===== config.mk =====
export PLATFORM = sky130hd
export DESIGN_NAME = cgm_mode_sel
export DESIGN_NICKNAME = d
export VERILOG_FILES = /design/src/rtl/cgm_pkg.sv /design/src/rtl/cgm_mode_sel.sv /design/src/rtl/cgm_sync.sv
export SDC_FILE = /design/constraint.sdc
export NUM_CORES = 1
export LEC_CHECK = 0
export ABC_CLOCK_PERIOD_IN_PS = 10660
export BUFFER_PORTS_ARGS = -buffer_cell sky130_fd_sc_hd__buf_2
export CAP_MARGIN = 25
export CORE_ASPECT_RATIO = 0.9
export CORE_UTILIZATION = 50
export CTS_CLUSTER_SIZE = 12
export DETAILED_ROUTE_END_ITERATION = 12
export GPL_ROUTABILITY_DRIVEN = 0
export PLACE_DENSITY = 0.73
export SLEW_MARGIN = 10
export SYNTH_ARGS = -nofsm -noshare
export SYNTH_HDL_FRONTEND = slang
export SYNTH_HIERARCHICAL = 1
export SYNTH_SLANG_ARGS = --single-unit

===== constraint.sdc =====
create_clock -name clk_i -period 10.66 [get_ports clk_i]
set_input_delay 1.066 -clock clk_i [delete_from_list [all_inputs] [get_ports clk_i]]
set_output_delay 1.066 -clock clk_i [all_outputs]
set_load 0.03 [all_outputs]

===== src/rtl/cgm_pkg.sv =====
// Constants, register layout and mode list of the clock generator mode selector.
// Assumes a byte-addressed classic Wishbone slave with 8-bit registers in lane 0.
// Summary of operation
// - Enter PLL-bypassed external on source 10, ext ref, PLL, no low power, band ok.
// - PLL-bypassed external: system clock from external reference, PLL running, unselected.
// - PLL targets reference scaled by divider, range and divide_by_32_option, times VCO multiplier.
// - PLL-bypassed external with debug on: debug link clock is open-loop DCO halved.
// - PLL-bypassed external with debug off: FLL disabled in low-power state.
// - PLL-bypassed external and low-power internal: DCO range status reads zero.
// - Enter low-power internal on source 01, internal ref, no PLL, low power, no debug.
// - Low-power internal mode drives system clock from the internal reference.
// - Low-power internal keeps PLL and FLL off; debug link clock unavailable.
// - Debug becoming active in low-power internal switches to FLL-bypassed internal.
// - Enter low-power external on source 10, external ref, low power, any PLL select.
// - External reference may be a crystal oscillator or a direct external clock.
package cgm_pkg;

    // Register byte offsets
    localparam logic [7:0] CGM_CTRL1_OFS = 8'h00;
    localparam logic [7:0] CGM_CTRL2_OFS = 8'h04;
    localparam logic [7:0] CGM_CTRL3_OFS = 8'h08;
    localparam logic [7:0] CGM_STAT_OFS = 8'h0C;

    // Control 1 fields
    localparam int CGM_SRC_POS = 6;
    localparam int CGM_REF_DIVIDER_POS = 3;
    localparam int CGM_IREF_POS = 2;
    localparam int CGM_XTAL_POS = 1;
    localparam int CGM_EREN_POS = 0;

    // Control 2 fields
    localparam int CGM_PLL_SELECT_POS = 7;
    localparam int CGM_LPB_POS = 6;
    localparam int CGM_D32_POS = 5;
    localparam int CGM_RNG_POS = 4;
    localparam int CGM_VCO_POS = 0;

    // Control 3 fields
    localparam int CGM_DSEL_POS = 0;
    localparam int CGM_DSTAT_POS = 2;

    // Status fields
    localparam int CGM_MODE_POS = 0;
    localparam int CGM_BAND_POS = 3;
    localparam int CGM_PLLEN_POS = 4;
    localparam int CGM_FLLEN_POS = 5;
    localparam int CGM_CSEL_POS = 6;

    // Values after reset: internal reference selected, VCO code 1 (multiplier 4)
    localparam logic [7:0] CGM_CTRL1_RST = 8'h04;
    localparam logic [7:0] CGM_CTRL2_RST = 8'h01;
    localparam logic [1:0] CGM_DSEL_RST = 2'h0;

    // Clock source select encodings
    localparam logic [1:0] CGM_SRC_LOOP = 2'h0;
    localparam logic [1:0] CGM_SRC_INT = 2'h1;
    localparam logic [1:0] CGM_SRC_EXT = 2'h2;

    // Selector codes driven to the clock mux
    localparam logic [1:0] CGM_CSEL_FLL = 2'h0;
    localparam logic [1:0] CGM_CSEL_INT = 2'h1;
    localparam logic [1:0] CGM_CSEL_EXT = 2'h2;
    localparam logic [1:0] CGM_CSEL_PLL = 2'h3;

    // Debug link clock source codes
    localparam logic [1:0] CGM_DBG_NONE = 2'h0;
    localparam logic [1:0] CGM_DBG_DCO_DIV2 = 2'h1;
    localparam logic [1:0] CGM_DBG_FLL_DIV2 = 2'h2;

    // Reference band after division, and high-range extra divide
    localparam longint CGM_BAND_MIN_HZ = 64'd1000000;
    localparam longint CGM_BAND_MAX_HZ = 64'd2000000;
    localparam int CGM_D32_SHIFT = 5;
    localparam int CGM_VCO_STEP_SHIFT = 2;

    typedef enum logic [2:0] {
        MODE_OTHER,
        MODE_PLL_BYP_EXT,
        MODE_LP_INT,
        MODE_LP_EXT,
        MODE_FLL_BYP_INT
    } cgm_mode_t;

endpackage : cgm_pkg


===== src/rtl/cgm_mode_sel.sv =====
// Mode selector of the clock generator: decodes software fields into a mode,
// drives clock mux selects and PLL/FLL enables, and serves a Wishbone register file.
// Assumes the analog clock muxes, PLL, FLL and oscillator sit outside and obey the
// select and enable outputs; the debug request arrives asynchronously on a pin.
`timescale 1ns/1ps
`default_nettype none
module cgm_mode_sel #(
    parameter int unsigned EXT_REF_HZ = 32'd4000000
) (
    input wire logic clk_i,
    input wire logic rst_i,
    // Classic Wishbone slave
    input wire logic wb_cyc_i,
    input wire logic wb_stb_i,
    input wire logic wb_we_i,
    input wire logic [7:0] wb_adr_i,
    input wire logic [3:0] wb_sel_i,
    input wire logic [31:0] wb_dat_i,
    output logic [31:0] wb_dat_o,
    output logic wb_ack_o,
    // Debug request pin
    input wire logic background_debug_i,
    // Clock control outputs
    output logic [1:0] system_clock_sel_o,
    output logic pll_enable_o,
    output logic fll_enable_o,
    output logic fll_low_power_o,
    output logic fll_open_loop_o,
    output logic [1:0] debug_link_clock_sel_o,
    output logic debug_link_clock_avail_o,
    output logic ext_ref_enable_o,
    output logic osc_crystal_o,
    output logic [2:0] pll_ref_div_log2_o,
    output logic pll_ref_divide_by_32_option_o,
    output logic [5:0] pll_multiplier_o,
    output cgm_pkg::cgm_mode_t mode_o
);
    import cgm_pkg::*;

    // Register file state
    logic [7:0] ctrl1_r;
    logic [7:0] ctrl1_nxt;
    logic [7:0] ctrl2_r;
    logic [7:0] ctrl2_nxt;
    logic [1:0] dsel_r;
    logic [1:0] dsel_nxt;
    logic ack_r;
    logic ack_nxt;
    logic [31:0] rdat_r;
    logic [31:0] rdat_nxt;

    // Mode and output state
    cgm_mode_t mode_r;
    cgm_mode_t mode_nxt;
    logic [1:0] csel_r;
    logic [1:0] csel_nxt;
    logic pll_en_r;
    logic pll_en_nxt;
    logic fll_en_r;
    logic fll_en_nxt;
    logic fll_lp_r;
    logic fll_lp_nxt;
    logic fll_ol_r;
    logic fll_ol_nxt;
    logic [1:0] dbg_sel_r;
    logic [1:0] dbg_sel_nxt;
    logic band_ok_r;
    logic band_ok_nxt;

    logic bdm_s;

    // Field views
    logic [1:0] src_sel;
    logic [2:0] ref_divider;
    logic iref;
    logic pll_select;
    logic lpb;
    logic d32;
    logic rng;
    logic [3:0] vco;
    logic [1:0] dstat;
    logic [7:0] stat_byte;
    logic req;

    assign src_sel = ctrl1_r[CGM_SRC_POS +: 2];
    assign ref_divider = ctrl1_r[CGM_REF_DIVIDER_POS +: 3];
    assign iref = ctrl1_r[CGM_IREF_POS];
    assign pll_select = ctrl2_r[CGM_PLL_SELECT_POS];
    assign lpb = ctrl2_r[CGM_LPB_POS];
    assign d32 = ctrl2_r[CGM_D32_POS];
    assign rng = ctrl2_r[CGM_RNG_POS];
    assign vco = ctrl2_r[CGM_VCO_POS +: 4];

    // Debug request crosses in from its pin
    cgm_sync #(
        .W(1)
    ) u_bdm_sync (
        .clk_i(clk_i),
        .rst_i(rst_i),
        .d_i(background_debug_i),
        .q_o(bdm_s)
    );

    // True when the divided external reference falls inside the PLL band.
    // 64-bit products: the full divide reaches 4096, which overflows 32 bits.
    function automatic logic band_ok(input logic [2:0] div_log2, input logic hi_rng,
                                     input logic divide_by_32_option);
        longint divisor;
        longint f;
        begin
            divisor = longint'(64'd1) << div_log2;
            if (hi_rng && divide_by_32_option) begin
                divisor = divisor << CGM_D32_SHIFT;
            end
            f = longint'(EXT_REF_HZ);
            band_ok = (f >= CGM_BAND_MIN_HZ * divisor) && (f <= CGM_BAND_MAX_HZ * divisor);
        end
    endfunction : band_ok

    // Mode decode from the control fields and the debug state
    function automatic cgm_mode_t decode_mode(input logic [1:0] src, input logic ir,
                                              input logic ps, input logic lp,
                                              input logic bok, input logic dbg);
        begin
            decode_mode = MODE_OTHER;
            if (src == CGM_SRC_EXT && !ir && lp) begin
                decode_mode = MODE_LP_EXT;
            end else if (src == CGM_SRC_EXT && !ir && ps && !lp && bok) begin
                decode_mode = MODE_PLL_BYP_EXT;
            end else if (src == CGM_SRC_INT && ir && !ps && lp) begin
                // Debug wins over low power: the link needs a clock to talk
                decode_mode = dbg ? MODE_FLL_BYP_INT : MODE_LP_INT;
            end else if (src == CGM_SRC_INT && ir) begin
                decode_mode = MODE_FLL_BYP_INT;
            end
        end
    endfunction : decode_mode

    // Mode, clock selects and enables
    always_comb begin
        band_ok_nxt = band_ok(ref_divider, rng, d32);
        mode_nxt = decode_mode(src_sel, iref, pll_select, lpb, band_ok_r, bdm_s);
        csel_nxt = CGM_CSEL_FLL;
        pll_en_nxt = 1'b0;
        fll_en_nxt = 1'b1;
        fll_lp_nxt = 1'b0;
        fll_ol_nxt = 1'b0;
        dbg_sel_nxt = CGM_DBG_FLL_DIV2;
        case (mode_nxt)
            MODE_PLL_BYP_EXT: begin
                csel_nxt = CGM_CSEL_EXT;
                pll_en_nxt = 1'b1;
                if (bdm_s) begin
                    fll_ol_nxt = 1'b1;
                    dbg_sel_nxt = CGM_DBG_DCO_DIV2;
                end else begin
                    fll_en_nxt = 1'b0;
                    fll_lp_nxt = 1'b1;
                    dbg_sel_nxt = CGM_DBG_NONE;
                end
            end
            MODE_LP_INT: begin
                csel_nxt = CGM_CSEL_INT;
                fll_en_nxt = 1'b0;
                fll_lp_nxt = 1'b1;
                dbg_sel_nxt = CGM_DBG_NONE;
            end
            MODE_LP_EXT: begin
                csel_nxt = CGM_CSEL_EXT;
                fll_en_nxt = 1'b0;
                fll_lp_nxt = 1'b1;
                dbg_sel_nxt = CGM_DBG_NONE;
            end
            MODE_FLL_BYP_INT: begin
                csel_nxt = CGM_CSEL_INT;
            end
            MODE_OTHER: begin
                // Modes outside this block: follow the source field loosely
                if (src_sel == CGM_SRC_EXT) begin
                    csel_nxt = CGM_CSEL_EXT;
                end else if (src_sel == CGM_SRC_INT) begin
                    csel_nxt = CGM_CSEL_INT;
                end else if (pll_select) begin
                    csel_nxt = CGM_CSEL_PLL;
                end
                pll_en_nxt = pll_select;
            end
            default: begin
                csel_nxt = CGM_CSEL_INT;
            end
        endcase
    end

    always_ff @(posedge clk_i) begin
        if (rst_i) begin
            mode_r <= MODE_OTHER;
            csel_r <= CGM_CSEL_INT;
            pll_en_r <= 1'b0;
            fll_en_r <= 1'b1;
            fll_lp_r <= 1'b0;
            fll_ol_r <= 1'b0;
            dbg_sel_r <= CGM_DBG_NONE;
            band_ok_r <= 1'b0;
        end else begin
            mode_r <= mode_nxt;
            csel_r <= csel_nxt;
            pll_en_r <= pll_en_nxt;
            fll_en_r <= fll_en_nxt;
            fll_lp_r <= fll_lp_nxt;
            fll_ol_r <= fll_ol_nxt;
            dbg_sel_r <= dbg_sel_nxt;
            band_ok_r <= band_ok_nxt;
        end
    end

    // Range status hides the selection in PLL-bypassed external and low-power internal modes
    always_comb begin
        if (mode_r == MODE_PLL_BYP_EXT || mode_r == MODE_LP_INT) begin
            dstat = 2'h0;
        end else begin
            dstat = dsel_r;
        end
        stat_byte = 8'h00;
        stat_byte[CGM_MODE_POS +: 3] = mode_r;
        stat_byte[CGM_BAND_POS] = band_ok_r;
        stat_byte[CGM_PLLEN_POS] = pll_en_r;
        stat_byte[CGM_FLLEN_POS] = fll_en_r;
        stat_byte[CGM_CSEL_POS +: 2] = csel_r;
    end

    // Wishbone slave: ack one cycle after the request; writes land on the ack edge
    // so the register changes exactly when the master sees the answer.
    assign req = wb_cyc_i && wb_stb_i;

    always_comb begin
        ack_nxt = req && !ack_r;
        ctrl1_nxt = ctrl1_r;
        ctrl2_nxt = ctrl2_r;
        dsel_nxt = dsel_r;
        rdat_nxt = rdat_r;
        if (req && !ack_r) begin
            case (wb_adr_i)
                CGM_CTRL1_OFS: rdat_nxt = {24'h000000, ctrl1_r};
                CGM_CTRL2_OFS: rdat_nxt = {24'h000000, ctrl2_r};
                CGM_CTRL3_OFS: rdat_nxt = {28'h0000000, dstat, dsel_r};
                CGM_STAT_OFS: rdat_nxt = {24'h000000, stat_byte};
                default: rdat_nxt = 32'h00000000; // Unmapped reads as zero
            endcase
        end
        if (req && ack_r && wb_we_i && wb_sel_i[0]) begin
            case (wb_adr_i)
                CGM_CTRL1_OFS: ctrl1_nxt = wb_dat_i[7:0];
                CGM_CTRL2_OFS: ctrl2_nxt = wb_dat_i[7:0];
                CGM_CTRL3_OFS: dsel_nxt = wb_dat_i[CGM_DSEL_POS +: 2];
                default: ctrl1_nxt = ctrl1_r; // Status and unmapped writes dropped
            endcase
        end
    end

    always_ff @(posedge clk_i) begin
        if (rst_i) begin
            ctrl1_r <= CGM_CTRL1_RST;
            ctrl2_r <= CGM_CTRL2_RST;
            dsel_r <= CGM_DSEL_RST;
            ack_r <= 1'b0;
            rdat_r <= 32'h00000000;
        end else begin
            ctrl1_r <= ctrl1_nxt;
            ctrl2_r <= ctrl2_nxt;
            dsel_r <= dsel_nxt;
            ack_r <= ack_nxt;
            rdat_r <= rdat_nxt;
        end
    end

    assign wb_ack_o = ack_r;
    assign wb_dat_o = rdat_r;

    // Outputs, all from flops
    assign system_clock_sel_o = csel_r;
    assign pll_enable_o = pll_en_r;
    assign fll_enable_o = fll_en_r;
    assign fll_low_power_o = fll_lp_r;
    assign fll_open_loop_o = fll_ol_r;
    assign debug_link_clock_sel_o = dbg_sel_r;
    assign debug_link_clock_avail_o = (dbg_sel_r != CGM_DBG_NONE);
    assign mode_o = mode_r;
    // Crystal versus direct clock only changes the oscillator's drive
    assign ext_ref_enable_o = ctrl1_r[CGM_EREN_POS] || !iref;
    assign osc_crystal_o = ctrl1_r[CGM_XTAL_POS];
    // PLL reference scaling and multiplier (multiplier step of four per code)
    assign pll_ref_div_log2_o = ref_divider;
    assign pll_ref_divide_by_32_option_o = rng && d32;
    assign pll_multiplier_o = {vco, 2'b00};

endmodule : cgm_mode_sel
`default_nettype wire


===== src/rtl/cgm_sync.sv =====
// Two-flop level synchroniser for inputs arriving from outside the bus clock.
// Assumes the inputs are slow levels; pulses shorter than one clock may be lost.
`timescale 1ns/1ps
`default_nettype none
module cgm_sync #(
    parameter int W = 1
) (
    input wire logic clk_i,
    input wire logic rst_i,
    input wire logic [W-1:0] d_i,
    output logic [W-1:0] q_o
);
    logic [W-1:0] meta_r;
    logic [W-1:0] meta_nxt;
    logic [W-1:0] q_r;
    logic [W-1:0] q_nxt;

    // First stage feeds only the second stage
    always_comb begin
        meta_nxt = d_i;
        q_nxt = meta_r;
    end

    always_ff @(posedge clk_i) begin
        if (rst_i) begin
            meta_r <= '0;
            q_r <= '0;
        end else begin
            meta_r <= meta_nxt;
            q_r <= q_nxt;
        end
    end

    assign q_o = q_r;
endmodule : cgm_sync
`default_nettype wire


# After elaboration in Yosys (flattened, before gate mapping)
# Cells that the tools add are included.
# op_classes
addsub	0
multipliers	2
n_div	0
magnitude_cmp	2
n_eq_ne	10
shifts	1
mux	19
n_bitwise	1
n_reduce_logical	30
# op_table
cell	n
$ge 23x64->1 const A	1
$le 23x64->1 const A	1
$mul 15x64->57 const A	1
$mul 15x64->58 const A	1
$mux 64	1
$shl 1x3->64 const A	1
$pmux 8 s4	1
$eq 8x4->1 const B	2
$logic_and 1x1->1	15
$mux 3	5
$eq 3x2->1 const B	3
$eq 8x3->1 const B	1
$logic_not 8->1	1
$mux 2	4
$pmux 2 s2	2
$eq 3x1->1 const B	2
$pmux 1 s2	3
$reduce_and 2->1	3
$reduce_or 2->1	3
$logic_not 1->1	4
$logic_not 3->1	1
$mux 1	3
$eq 2x1->1 const B	1
$eq 2x2->1 const B	1
other kinds (3)	4
# word_totals
register_bits	65
latchBits	0
ramBits	0
mem_bits_ro	0
inputBits	50
out_inout_bits	57
wordCells	80
memories	0

# Depth between registers and ports, before layout
# logic_depth
ltp_word	10
depth_mapped	23
mapped_depth_nobuf	22

# Hierarchy
# Netlist, hierarchy kept.
# modules_own_cells
module	instances	cells_per_inst	area_per_inst_um2	seq_area_each_um2
cgm_mode_sel	1	620	5530.3	780.7
cgm_sync	1	4	52.6	40.0

# Worst setup path before layout
# Ideal clock, no wire load.
# synth_path
path_type	register to register
start	reg ctrl2_r[5]
end	reg band_ok_r
setup_time_ns	0.127
arrival_time_ns	5.429
t_required_ns	10.533
slack_ns	5.104
stages_incl_launch_ff	19
path_buffers	0
period_less_slack_ns	5.556
cell_sequence	dfxtp_1 nand2_1 or2_2 mux2_2 nor2_1 ha_1 fa_1 fa_1 fa_1 fa_1 ha_1 ha_1 a21oi_2 a21boi_0 a311oi_2 o211ai_1 and2_1 a311oi_1 nor4_1
# synth_between
elab_chain_cells	5
elab_cells_between_ends	7
cone_classes	mul (2); order compare (2); mux (1); reduce/logical (2)
# synth_rtl
element	line	source
start, declared	cgm_mode_sel.sv:43	logic [7:0] ctrl2_r;
start signal, assigned	cgm_mode_sel.sv:269	ctrl2_r <= ctrl2_nxt;
$logic_and 1x1->1 (*)	cgm_mode_sel.sv:112	if (hi_rng && divide_by_32_option) begin
$mux 64 (*)	cgm_mode_sel.sv:112	
$mul 15x64->58 or $mul 15x64->57 (tied branches)	cgm_mode_sel.sv:116	band_ok = (f >= CGM_BAND_MIN_HZ * divisor) && (f <= CGM_BAND_MAX_HZ * divisor);
$ge 23x64->1 or $le 23x64->1 (tied branches)	cgm_mode_sel.sv:116	
$logic_and 1x1->1 (*)	cgm_mode_sel.sv:116	
end signal, assigned	cgm_mode_sel.sv:212	band_ok_r <= band_ok_nxt;
end, declared	cgm_mode_sel.sv:67	logic band_ok_r;
# Mark *: on every way between the ends. The rest lies on a longest branch, timed or not.
# A chain may end at the register's enable or synchronous reset.

# Final worst setup path
# Same ends and word-level chain as after synthesis.

==> flow_summary_export.csv <==
group,metric,value,unit
pwr,power_frac_comb,13.3,%
die,design.core.area,10900,sq um
sta,fin_crit,6.58,ns
synthesis,ys_ff_latch,41,
cells_and_area,fin_area,5950,sq um
die,dieHeight,102,um
synthesis,synth_top_area_share,25.8,%
sta,setup_viol,0,
clocking,numCtsBuffers,5,
clocking,worstSkewPairLatency,0.27,ns
min_path,hold_depth,1,
die,start_util,51.4,%
synthesis,syn_area,5580,sq um
synthesis,synth_common_cells,"ha_1 (115), inv_1 (92), nor2_1 (55)",
setup_path,required,10.80,ns
die,num_io_pins,107,
pwr,p_switching,0.0858,mW
pwr,seq_power_share,46.1,%
pwr,power_leakage,3.17,nW
synthesis,yosysMostFrequentCell,"ha_1",
pwr,vdd_ir_drop_max,0.0623,mV
cells_and_area,area_growth,6.52,%
route,num_vias,4322,
grt,antenna_found_initial,0,
grt,grt_use_total,20.9,%
clocking,htreeDepth,2,
route,wl_per_cell,14.4,um
synthesis,synth_cells,624,
synthesis,yosysSeqAreaShare,14.7,%
grt,grt_first_pass_wirelength,19.5,mm
pwr,switching_share,25.4,%
pwr,power_density,56.7,nW/um^2
synthesis,synth_top_area_cell,"ha_1",
placed_design,placed_area,5820,sq um
setup_path,reg2regPathDepth,18,
outcome,outcome,"completed",
route,first_pass_iters,5,
synthesis,synth-edff-count,0,
clocking,root_buffer,"clkbuf_16",
setup_path,end_kind,"flop",
setup_path,worst-setup-path-type,"reg -> reg",
clocking,path_clk_slew,0.06,ns
cells_and_area,num_antenna_cells,0,
sta,final-hold-violation-count,0,
sta,relSlewSlack,33.2,%
route,drc_errors,0,
synthesis,yosys-top-cells-area,"ha_1 (26%), dfxtp_1 (15%), fa_1 (14%)",
route,drt_iter0_markers,286,
min_path,hp-class,"reg -> reg",
placed_design,portBuffers,53,
clocking,cts_tree,"done",
placed_design,hpwl,9.82,mm
clocking,cts.path.max_buffers,2,
route,wirelength,11.7,mm
cells_and_area,final_cell_count_no_fill,811,
setup_path,cp-start-kind,"flop",
die,rows,36,
run,drv_cap,0,
sta,finalMaxSlewViolations,0,
clocking,cts.sinks,41,
grt,grt_overflow_total,0,
die,die_area,11600,sq um
grt,grt_max_degree,41,
synthesis,synth.distinct_cells,67,
sta,max_freq,152,MHz
synthesis,avgSynthCellArea,8.95,sq um
cells_and_area,fin_nets,865,
pwr,p_int,0.251,mW
sta,rsz0062_at_grt,"false",
route,ant_nets,0,
sta,hold_ws,0.438,ns
synthesis,synthArstFlopShare,0,%
sta,fin_setup_tns,0,ns
setup_path,crit_fanout,5,
placed_design,dpl.cell_count,805,
synthesis,yosys_warnings,6,
pwr,clkPwrFrac,40.6,%
route,via_per_inst,5.33,
synthesis,synth_ff_type,"dfxtp_1",
clocking,cts_resized,0,
setup_path,cp.arrival,6.72,ns
cells_and_area,drive_gt1_share,12.1,%
die,die_w,113,um
sta,fin_crit_sh,61.7,%
clocking,post-cts-setup-buffer-count,0,
sta,finClkSkew,0.00216,ns
grt,grt_pass1_vias,4090,
clocking,hold_buffers,0,
sta,worst_slew_pin_slew,0.998,ns
## cells by family (layout without fill, tap and decap cells)
group | Yosys count | after routing | share of synthesized area, %
multiplexers | 28 | 28 | 5.49
XOR/XNOR | 14 | 14 | 2.20
AO/OA/AOI/OAI | 96 | 96 | 12.4
adder cells (fa/ha/maj) | 156 | 156 | 40.3
other | 2 | 30 | 0.135
AND/OR/NAND/NOR | 143 | 143 | 12.8
flip-flops | 41 | 41 | 14.7
buffers and inverters | 144 | 151 | 12.0
## cell type report
type / count / area (sq um)
Timing Repair Buffer: 53 / 265
Clock inverter: 1 / 5.00
Clock buffer: 5 / 125
Sequential cell: 41 / 821
Inverter: 92 / 345
Multi-Input combinational cell: 467 / 4200
Fill cell: 951 / 4910
Tap cell: 152 / 190
## state kept, by name (all words and copies together) (netlist names)
signal                  count
fll_enable_o                1
dsel_r                      2
system_clock_sel_o          2
mode_o                      3
debug_link_clock_sel_o      2
band_ok_r                   1
fll_open_loop_o             1
ctrl2_r                     8
ctrl1_r                     8
fll_low_power_o             1
pll_enable_o                1
wb_dat_o                    8
wb_ack_o                    1
u_bdm_sync/meta_r           1
u_bdm_sync/q_o              1
## worst max-delay path, stage by stage, from the launching register on
cell and delay [ns]:
dfxtp_1 0.39, nand2_1 0.15, or2_2 0.33, mux2_2 0.28
nor2_1 0.42, ha_1 0.36, fa_1 0.49, fa_1 0.53
fa_1 0.54, fa_1 0.53, ha_1 0.32, ha_1 0.38
a21oi_2 0.21, a21boi_0 0.14, a311oi_2 0.42, o211ai_1 0.23
and2_1 0.18, a311oi_1 0.40, nor4_1 0.13
## path summary, 6_finish.rpt
| path | slack (ns) | endpoint | start |
|---|---|---|---|
| setup reg to reg | 4.08 | band_ok_r | ctrl2_r[5] |
| setup / recovery | 4.08 | band_ok_r | ctrl2_r[5] |
| hold reg to reg | 0.44 | u_bdm_sync/q_o | u_bdm_sync/meta_r |
| hold / removal | 0.44 | u_bdm_sync/q_o | u_bdm_sync/meta_r |
## metal layers
metal / vias to the layer above / share of wire, % / GRT usage (%)
li1: 2147 / - / -
met1: 2027 / 49 / 31.3
met2: 132 / 45 / 32.9
met3: 16 / 4.8 / 2.14
met4: 0 / 1.1 / 4.05
met5: - / 0 / 0
## cells in the final DEF (no fill, tap or decap), drive strengths merged, types with 12 or more instances in the layout
| cell | instances |
|---|---|
| fa | 40 |
| dfxtp | 41 |
| inv | 92 |
| a21oi | 25 |
| nor2 | 55 |
| mux2i | 25 |
| ha | 115 |
| buf | 53 |
| conb | 30 |
| o21ai | 15 |
| nand2 | 22 |
| nor3 | 12 |
## power groups by stage
stage | logic, mW | registers [mW] | clock network, mW
floorplan | 0.0406 | 0.160 | 0
global placement | 0.0438 | 0.159 | 0
detailed placement | 0.0446 | 0.159 | 0
CTS | 0.0447 | 0.155 | 0.139
global route | 0.0494 | 0.155 | 0.145
finish | 0.0449 | 0.155 | 0.137
## stage by stage
step	power [mW]	setup WS, ns	utilization (%)
after floorplan	0.200	5.10	-
after detailed placement	0.203	4.16	53.6
after CTS	0.339	4.13	54.8
after global placement	0.202	4.36	53.6
final	0.337	4.08	54.8
after global routing	0.350	3.86	54.8
Note: power is estimated with default switching activity, not from simulation.
